[src/csp_pkg.sv]
// Shared widths, depths and beat layouts for the chip-to-chip stream port
package csp_pkg;

	localparam int BYTE_W     = 8;
	localparam int LANES      = 8;
	localparam int DATA_W     = BYTE_W * LANES;
	localparam int ID_W       = 8;
	localparam int DEST_W     = 8;
	localparam int ROUTE_W    = 8;
	localparam int FIFO_DEPTH = 16;
	localparam int CNT_W      = 4;

	// Outgoing destination is never anything but zero
	localparam logic [DEST_W-1:0] TX_DEST_VALUE = 8'h00;
	// Receive ready drops while this many slots or fewer are left
	localparam int RX_HEADROOM = 2;

	// Beat offered by the mesh side for transmission
	typedef struct packed {
		logic [ID_W-1:0]   flow_id;
		logic [DATA_W-1:0] payload;
		logic [LANES-1:0]  byte_strobe;
		logic [LANES-1:0]  byte_keep;
		logic              packet_end;
	} csp_tx_beat_t;

	// Beat as taken from the link, held in the receive FIFO
	typedef struct packed {
		logic [DEST_W-1:0]  route_dest;
		logic [ID_W-1:0]    flow_id;
		logic [ROUTE_W-1:0] remote_agent_route;
		logic [DATA_W-1:0]  payload;
		logic [LANES-1:0]   byte_strobe;
		logic [LANES-1:0]   byte_keep;
		logic               packet_end;
	} csp_rx_beat_t;

	// Received beat with null bytes squeezed out, kept bytes packed low
	typedef struct packed {
		logic [DEST_W-1:0]  route_dest;
		logic [ID_W-1:0]    flow_id;
		logic [ROUTE_W-1:0] remote_agent_route;
		logic [DATA_W-1:0]  payload;
		logic [LANES-1:0]   byte_strobe;
		logic [CNT_W-1:0]   byte_count;
		logic               packet_end;
	} csp_rx_out_t;

endpackage : csp_pkg

[src/csp_fifo.sv]
// Synchronous FIFO with valid/ready on both sides and a fill level
`timescale 1ns/1ps
module csp_fifo #(
	parameter int WIDTH = 64,
	parameter int DEPTH = 16,
	parameter int LVL_W = $clog2(DEPTH + 1)
) (
	// Clock and reset
	input  wire logic             CLOCK,
	input  wire logic             SYS_RST,
	// Fill side
	input  wire logic             in_valid,
	output      logic             in_ready,
	input  wire logic [WIDTH-1:0] in_data,
	// Drain side
	output      logic             out_valid,
	input  wire logic             out_ready,
	output      logic [WIDTH-1:0] out_data,
	// Occupancy
	output      logic [LVL_W-1:0] level
);

	localparam int PTR_W = (DEPTH > 1) ? $clog2(DEPTH) : 1;
	localparam logic [PTR_W-1:0] LAST_SLOT = PTR_W'(DEPTH - 1);
	localparam logic [LVL_W-1:0] FULL_LVL  = LVL_W'(DEPTH);

	logic [WIDTH-1:0] mem [DEPTH];
	logic [PTR_W-1:0] wr_ptr;
	logic [PTR_W-1:0] rd_ptr;
	logic             push;
	logic             pop;

	// Full and empty come straight from the level count
	assign in_ready  = (level != FULL_LVL);
	assign out_valid = (level != '0);
	assign push      = in_valid & in_ready;
	assign pop       = out_valid & out_ready;
	assign out_data  = mem[rd_ptr];

	// Storage has no reset, only pointers and level do
	always_ff @(posedge CLOCK) begin
		if (push) begin
			mem[wr_ptr] <= in_data;
		end
	end

	// Pointers wrap at DEPTH, which need not be a power of two
	always_ff @(posedge CLOCK) begin
		if (SYS_RST) begin
			wr_ptr <= '0;
			rd_ptr <= '0;
			level  <= '0;
		end else begin
			if (push) begin
				wr_ptr <= (wr_ptr == LAST_SLOT) ? '0 : wr_ptr + 1'b1;
			end
			if (pop) begin
				rd_ptr <= (rd_ptr == LAST_SLOT) ? '0 : rd_ptr + 1'b1;
			end
			if (push && !pop) begin
				level <= level + 1'b1;
			end else if (pop && !push) begin
				level <= level - 1'b1;
			end
		end
	end

endmodule : csp_fifo

[src/csp_stream_port.sv]
// Chip-to-chip stream port: transmit master and receive slave with null-byte removal
`timescale 1ns/1ps
module csp_stream_port #(
	parameter int RX_FIFO_DEPTH = csp_pkg::FIFO_DEPTH
) (
	// Clock and reset
	input  wire logic                                CLOCK,
	input  wire logic                                SYS_RST,
	// Mesh side, beats to send
	input  wire logic                                TX_USR_VALID,
	output      logic                                TX_USR_READY,
	input  wire csp_pkg::csp_tx_beat_t               TX_USR_BEAT,
	// Link transmit, stream master
	input  wire logic                                TX_BEAT_ACCEPT,
	output      logic                                TX_BEAT_VALID,
	output      logic [csp_pkg::DEST_W-1:0]          TX_ROUTE_DEST,
	output      logic [csp_pkg::ID_W-1:0]            TX_FLOW_ID,
	output      logic [csp_pkg::DATA_W-1:0]          TX_PAYLOAD,
	output      logic [csp_pkg::LANES-1:0]           TX_BYTE_STROBE,
	output      logic [csp_pkg::LANES-1:0]           TX_BYTE_KEEP,
	output      logic                                TX_PACKET_END,
	// Link receive, stream slave
	output      logic                                RX_BEAT_ACCEPT,
	input  wire logic                                RX_BEAT_VALID,
	input  wire logic [csp_pkg::DEST_W-1:0]          RX_ROUTE_DEST,
	input  wire logic [csp_pkg::ID_W-1:0]            RX_FLOW_ID,
	input  wire logic [csp_pkg::ROUTE_W-1:0]         RX_REMOTE_AGENT_ROUTE,
	input  wire logic [csp_pkg::DATA_W-1:0]          RX_PAYLOAD,
	input  wire logic [csp_pkg::LANES-1:0]           RX_BYTE_STROBE,
	input  wire logic [csp_pkg::LANES-1:0]           RX_BYTE_KEEP,
	input  wire logic                                RX_PACKET_END,
	// Mesh side, received beats after null-byte removal
	output      logic                                RX_USR_VALID,
	input  wire logic                                RX_USR_READY,
	output      csp_pkg::csp_rx_out_t                RX_USR_BEAT
);

	localparam int LVL_W = $clog2(RX_FIFO_DEPTH + 1);
	localparam logic [LVL_W-1:0] ACCEPT_LIMIT = LVL_W'(RX_FIFO_DEPTH - csp_pkg::RX_HEADROOM);

	// Count of set bits in a lane mask
	function automatic logic [csp_pkg::CNT_W-1:0] count_ones(input logic [csp_pkg::LANES-1:0] v);
		logic [csp_pkg::CNT_W-1:0] n;
		n = '0;
		for (int k = 0; k < csp_pkg::LANES; k++) begin
			n = n + {{(csp_pkg::CNT_W-1){1'b0}}, v[k]};
		end
		return n;
	endfunction : count_ones

	// ---------------- Transmit ----------------
	csp_pkg::csp_tx_beat_t tx_main;
	csp_pkg::csp_tx_beat_t tx_skid;
	logic                  tx_skid_valid;
	logic                  tx_take;
	logic                  usr_take;
	logic                  tx_slot_free;
	logic                  next_tx_valid;
	logic                  next_skid_valid;

	// Handshake decode; skid buffer keeps the user ready a flop
	assign tx_take         = TX_BEAT_VALID & TX_BEAT_ACCEPT;
	assign usr_take        = TX_USR_VALID & TX_USR_READY;
	assign tx_slot_free    = ~TX_BEAT_VALID | tx_take;
	assign next_tx_valid   = tx_slot_free ? (tx_skid_valid | usr_take) : 1'b1;
	assign next_skid_valid = tx_slot_free ? 1'b0 : (tx_skid_valid | usr_take);

	// Output register only reloads once the held beat has been taken
	always_ff @(posedge CLOCK) begin
		if (SYS_RST) begin
			TX_BEAT_VALID <= 1'b0;
			tx_skid_valid <= 1'b0;
			TX_USR_READY  <= 1'b0;
			tx_main       <= '0;
			tx_skid       <= '0;
		end else begin
			TX_BEAT_VALID <= next_tx_valid;
			tx_skid_valid <= next_skid_valid;
			TX_USR_READY  <= ~next_skid_valid;
			if (tx_slot_free) begin
				tx_main <= tx_skid_valid ? tx_skid : TX_USR_BEAT;
			end
			if (!tx_slot_free && usr_take) begin
				tx_skid <= TX_USR_BEAT;
			end
		end
	end

	// Beat fields straight off the output register
	assign TX_FLOW_ID     = tx_main.flow_id;
	assign TX_PAYLOAD     = tx_main.payload;
	assign TX_BYTE_STROBE = tx_main.byte_strobe;
	assign TX_BYTE_KEEP   = tx_main.byte_keep;
	assign TX_PACKET_END  = tx_main.packet_end;

	// Destination flop never loads anything but the fixed value
	always_ff @(posedge CLOCK) begin
		TX_ROUTE_DEST <= csp_pkg::TX_DEST_VALUE;
	end

	// ---------------- Receive ----------------
	csp_pkg::csp_rx_beat_t rx_in;
	csp_pkg::csp_rx_beat_t rx_head;
	logic [$bits(csp_pkg::csp_rx_beat_t)-1:0] rx_head_bits;
	logic                  rx_push;
	logic                  fifo_in_ready;
	logic                  fifo_out_valid;
	logic                  fifo_out_ready;
	logic [LVL_W-1:0]      fifo_level;
	logic                  head_pop;
	logic                  head_keeps;
	logic                  head_deliver;
	logic [csp_pkg::CNT_W-1:0]  lane_pos [csp_pkg::LANES];
	logic [csp_pkg::DATA_W-1:0] packed_payload;
	logic [csp_pkg::LANES-1:0]  packed_strobe;

	// Gather link fields into one beat; tied-low idle link never pushes
	assign rx_in.route_dest         = RX_ROUTE_DEST;
	assign rx_in.flow_id            = RX_FLOW_ID;
	assign rx_in.remote_agent_route = RX_REMOTE_AGENT_ROUTE;
	assign rx_in.payload            = RX_PAYLOAD;
	assign rx_in.byte_strobe        = RX_BYTE_STROBE;
	assign rx_in.byte_keep          = RX_BYTE_KEEP;
	assign rx_in.packet_end         = RX_PACKET_END;
	assign rx_push                  = RX_BEAT_VALID & RX_BEAT_ACCEPT;

	csp_fifo #(
		.WIDTH ($bits(csp_pkg::csp_rx_beat_t)),
		.DEPTH (RX_FIFO_DEPTH),
		.LVL_W (LVL_W)
	) u_rx_fifo (
		.CLOCK     (CLOCK),
		.SYS_RST   (SYS_RST),
		.in_valid  (rx_push),
		.in_ready  (fifo_in_ready),
		.in_data   (rx_in),
		.out_valid (fifo_out_valid),
		.out_ready (fifo_out_ready),
		.out_data  (rx_head_bits),
		.level     (fifo_level)
	);

	// Ready is a flop, so it looks one beat ahead: two slots of headroom
	always_ff @(posedge CLOCK) begin
		if (SYS_RST) begin
			RX_BEAT_ACCEPT <= 1'b0;
		end else begin
			RX_BEAT_ACCEPT <= fifo_in_ready && (fifo_level < ACCEPT_LIMIT);
		end
	end

	// Position of each kept byte once nulls below it are squeezed out
	assign rx_head = rx_head_bits;
	generate
		for (genvar i = 0; i < csp_pkg::LANES; i++) begin : g_lane
			assign lane_pos[i] = count_ones(rx_head.byte_keep & ~(8'hff << i));
		end
	endgenerate

	// Pack kept bytes and their strobes into the low lanes
	always_comb begin
		packed_payload = '0;
		packed_strobe  = '0;
		for (int i = 0; i < csp_pkg::LANES; i++) begin
			if (rx_head.byte_keep[i]) begin
				packed_payload[{lane_pos[i][2:0], 3'h0} +: csp_pkg::BYTE_W] =
					rx_head.payload[i*csp_pkg::BYTE_W +: csp_pkg::BYTE_W];
				packed_strobe[lane_pos[i][2:0]] = rx_head.byte_strobe[i];
			end
		end
	end

	// All-null beats vanish unless they carry the packet end
	assign fifo_out_ready = ~RX_USR_VALID | RX_USR_READY;
	assign head_pop       = fifo_out_valid & fifo_out_ready;
	assign head_keeps     = (rx_head.byte_keep != '0);
	assign head_deliver   = head_pop & (head_keeps | rx_head.packet_end);

	// Output stage holds each beat until the mesh side takes it
	always_ff @(posedge CLOCK) begin
		if (SYS_RST) begin
			RX_USR_VALID <= 1'b0;
			RX_USR_BEAT  <= '0;
		end else begin
			if (head_deliver) begin
				RX_USR_VALID                   <= 1'b1;
				RX_USR_BEAT.route_dest         <= rx_head.route_dest;
				RX_USR_BEAT.flow_id            <= rx_head.flow_id;
				RX_USR_BEAT.remote_agent_route <= rx_head.remote_agent_route;
				RX_USR_BEAT.payload            <= packed_payload;
				RX_USR_BEAT.byte_strobe        <= packed_strobe;
				RX_USR_BEAT.byte_count         <= count_ones(rx_head.byte_keep);
				RX_USR_BEAT.packet_end         <= rx_head.packet_end;
			end else if (RX_USR_READY) begin
				RX_USR_VALID <= 1'b0;
			end
		end
	end

endmodule : csp_stream_port

[config.mk]
export PLATFORM = sky130hd
export DESIGN_NAME = csp_stream_port
export DESIGN_NICKNAME = d
export VERILOG_FILES = /design/src/csp_pkg.sv /design/src/csp_fifo.sv /design/src/csp_stream_port.sv
export SDC_FILE = /design/constraint.sdc
export NUM_CORES = 2
export LEC_CHECK = 0
export BUFFER_PORTS_ARGS = -buffer_cell sky130_fd_sc_hd__buf_2
export CORE_ASPECT_RATIO = 0.8
export CORE_MARGIN = 2
export CORE_UTILIZATION = 45
export DETAILED_ROUTE_END_ITERATION = 16
export HOLD_SLACK_MARGIN = 0.12
export PLACE_DENSITY = 0.68
export RECOVER_POWER = 25
export SLEW_MARGIN = 25
export SYNTH_ARGS = -nofsm -noshare
export SYNTH_HDL_FRONTEND = slang
export SYNTH_SLANG_ARGS = --single-unit
[constraint.sdc]
create_clock -name CLOCK -period 26.3 [get_ports CLOCK]
set_input_delay 2.63 -clock CLOCK [delete_from_list [all_inputs] [get_ports CLOCK]]
set_output_delay 2.63 -clock CLOCK [all_outputs]
set_load 0.01 [all_outputs]
==> flow_metrics.py <==
metrics = {
    "run_status": {
        "status": "finished, final reports clean",
    },
    "synth": {
        "synth-main-ff-cell": "edfxtp_1",
        "syn_area_per_cell_sq_um": 17.4,
        "yosys_warnings": 0,
        "syn_inst": 4622,
        "synthArstFlopShare_pct": 0,
        "synth-edff-count": 1680,
        "synth.cell_area_sq_um": 80500,
        "synth_cell_types": 107,
        "synth-seq-area-share_pct": 70.2,
        "synth-seq-cells": 1981,
    },
    "die": {
        "start_util_pct": 45.4,
        "num_rows": 138,
        "coreArea_sq_um": 177000,
        "io_pins": 402,
        "die-area_sq_um": 182000,
        "die-width_um": 477,
        "die_h_um": 382,
    },
    "cts": {
        "cts_resized": 0,
        "cts_hold_buf": 0,
        "cts_max_level": 4,
        "clockBufferDepth": 3,
        "clk_latency_ns": 0.86,
        "cts_tree": "built",
        "clkSinkCount": 1981,
        "cts_made_buffers": 187,
        "clk_pin_slew_worst_paths_ns": 0.06,
        "post_cts_buffers": 0,
        "cts-root-buf": "clkbuf_16",
    },
    "final_layout": {
        "fin_nets": 5260,
        "num-fill-cells": 14198,
        "final_layout_size_suffix_gt1_share_pct": 23.9,
        "final_cell_count_no_fill": 7554,
        "area_delta_synth_final_pct": 13.2,
    },
    "critical_path": {
        "critical_path_required_ns": 27.04,
        "crit_arrival_ns": 10.94,
        "critical_path_class": "reg2reg",
        "cp-end-kind": "register",
        "cp-start-kind": "register",
        "cp_max_fo": 72,
    },
    "drt": {
        "wl_per_cell_um": 29.8,
        "first_pass_iters": 6,
        "drt_drc_violations_left": 0,
        "routed_wl_mm": 225,
        "viasPerCell": 6.12,
        "drt_iter0_markers": 5855,
        "antenna_left": 0,
        "num_vias": 46212,
    },
    "grt": {
        "grt_pass1_vias": 44835,
        "grt_usage_pct": 24.4,
        "grt_overflow": 0,
        "grt_pass1_wl_mm": 324,
        "antenna_found_initial": 32,
        "grt_max_degree": 137,
    },
    "timing": {
        "slew-limit-headroom_pct": 24.1,
        "slew_viol_final": 0,
        "worst_pin_slew_ns": 1.13,
        "tns_ns": 0,
        "max_freq_ghz": 0.0980,
        "fin_crit_ns": 10.21,
        "fin_crit_sh_pct": 38.8,
        "hold_viol_final": 0,
        "fin_worst_skew_ns": 0.100,
        "rsz0062_at_grt": "no",
        "holdWs_ns": 0.453,
        "setup_viol": 0,
    },
    "place": {
        "hpwl_mm": 135,
        "io_buffers": 393,
        "dp_cells": 7198,
        "gp_congestion": 1.00,
    },
    "hold_path": {
        "hp-class": "reg2reg",
    },
    "flow_run": {
        "cap_violations": 0,
    },
}
==> routing by layer <==
layer,vias to the layer above,global-route usage [%],wire (um)
met4,26,7.50,7520
met1,24039,34.1,91100
li1,19484,-,-
met3,399,5.93,21200
met2,2264,38.0,105000
met5,-,0,162
==> sequential cells by signal, summed over array words and instances, names as in the netlist, named ones only <==
signal,flops
tx_skid_valid,1
TX_PACKET_END,1
RX_USR_BEAT,101
TX_BYTE_STROBE,8
TX_FLOW_ID,8
u_rx_fifo.wr_ptr,4
TX_BYTE_KEEP,8
TX_BEAT_VALID,1
tx_skid,89
TX_PAYLOAD,64
u_rx_fifo.mem,1680
RX_USR_VALID,1
RX_BEAT_ACCEPT,1
u_rx_fifo.level,5
u_rx_fifo.rd_ptr,4
TX_USR_READY,1
==> layout by cell type, fill, tap and decap left out, types with 24 or more instances in the layout <==
| cell | count |
|---|---|
| dfxtp_1 | 297 |
| ha_1 | 48 |
| and3_1 | 30 |
| a31oi_1 | 38 |
| clkbuf_16 | 187 |
| o211ai_1 | 25 |
| o21ai_0 | 58 |
| inv_1 | 43 |
| a22oi_1 | 24 |
| clkbuf_1 | 122 |
| nor2_1 | 179 |
| a21oi_1 | 242 |
| edfxtp_1 | 1680 |
| clkinv_1 | 40 |
| nand2_1 | 408 |
| nand4_1 | 25 |
| mux2i_1 | 125 |
| buf_4 | 67 |
| buf_2 | 317 |
| clkinv_2 | 27 |
| mux4_2 | 476 |
| nand3_1 | 83 |
| a211oi_1 | 107 |
| nor3_1 | 44 |
==> final cells by class <==
type / count / area, sq um / area share (%)
repair buffers: 482 / 2840 / 3.11
multi-input cells: 2308 / 22500 / 24.7
well taps: 2380 / 2980 / 3.27
inverters: 50 / 195 / 0.214
clock buffers: 238 / 4920 / 5.40
clock inverters: 107 / 1230 / 1.35
flip-flops and latches: 1981 / 56500 / 62.0
diodes: 8 / 20.0 / 0.0220
==> critical path: stages (launching register included) <==
cell and delay [ns]:
dfxtp_4 0.70, buf_4 0.82, buf_12 0.42, buf_16 0.42, mux2i_1 0.14, a221oi_1 0.40
a22oi_1 0.21, nand2_2 0.28, inv_1 0.14, fa_1 0.69, clkinv_1 0.34, ha_1 0.72
ha_1 0.50, ha_1 0.79, ha_1 0.28, ha_1 0.16, xor3_1 0.22, xnor3_1 0.34
inv_1 0.13, ha_1 0.43, inv_1 0.24, and3_1 0.21, nand3_1 0.55, nand3_1 0.55
a311oi_1 0.09, a211o_1 0.30
==> cell usage after synthesis, types with 15 or more instances <==
library cell  number  area (sq um)
a211oi_1         108           811
a21oi_1          242          1210
a221oi_1          15           131
a22oi_1           24           180
a31oi_1           38           238
and2_1            16           100
and3_1            31           194
buf_1             34           128
buf_2             60           300
buf_4             38           285
buf_6             23           259
clkbuf_1         125           469
dfxtp_1          301          6030
edfxtp_1        1680         50400
ha_1              48           601
inv_1             43           161
mux2i_1          125          1250
mux4_1            15           394
mux4_2           476         10700
nand2_1          408          1530
nand2b_1          15          93.8
nand3_1           84           420
nand4_1           25           156
nor2_1           191           717
nor2b_1           19           119
nor3_1            51           255
o211ai_1          25           188
o21ai_0           58           290
o221ai_1          15           131
==> cell families after synthesis <==
family | synth area share [%]
other cells | 0.00466
buf+inv | 2.20
simple gates | 5.08
flops | 70.2
xor+xnor | 0.288
mux | 15.5
compound gates | 5.98
fa+ha+maj | 0.796
==> through the flow <==
| stage | cell area, sq um | util, % | setup slack, ns |
|---|---|---|---|
| final | 91100 | 51.4 | 16.09 |
| after global routing | 91100 | 51.4 | 15.18 |
| after CTS | 91200 | 51.4 | 16.18 |
| after detailed placement | 85000 | 47.9 | 16.12 |
| after global placement | 84800 | 47.8 | 16.27 |
| after floorplan | 80500 | - | 15.16 |
==> worst paths after layout <==
path                    from         endpoint  slack [ns]  depth (start not counted)
setup reg to reg    register  RX_USR_BEAT[17]       16.09                         25
hold reg to reg   tx_skid[5]       tx_skid[5]        0.45                          2
setup / recovery    register  RX_USR_BEAT[17]       16.09                         25
hold / removal    tx_skid[5]       tx_skid[5]        0.45                          2
Power is not shown: default switching activity piles up to over one toggle a cycle in this logic, so the estimate is an artifact.
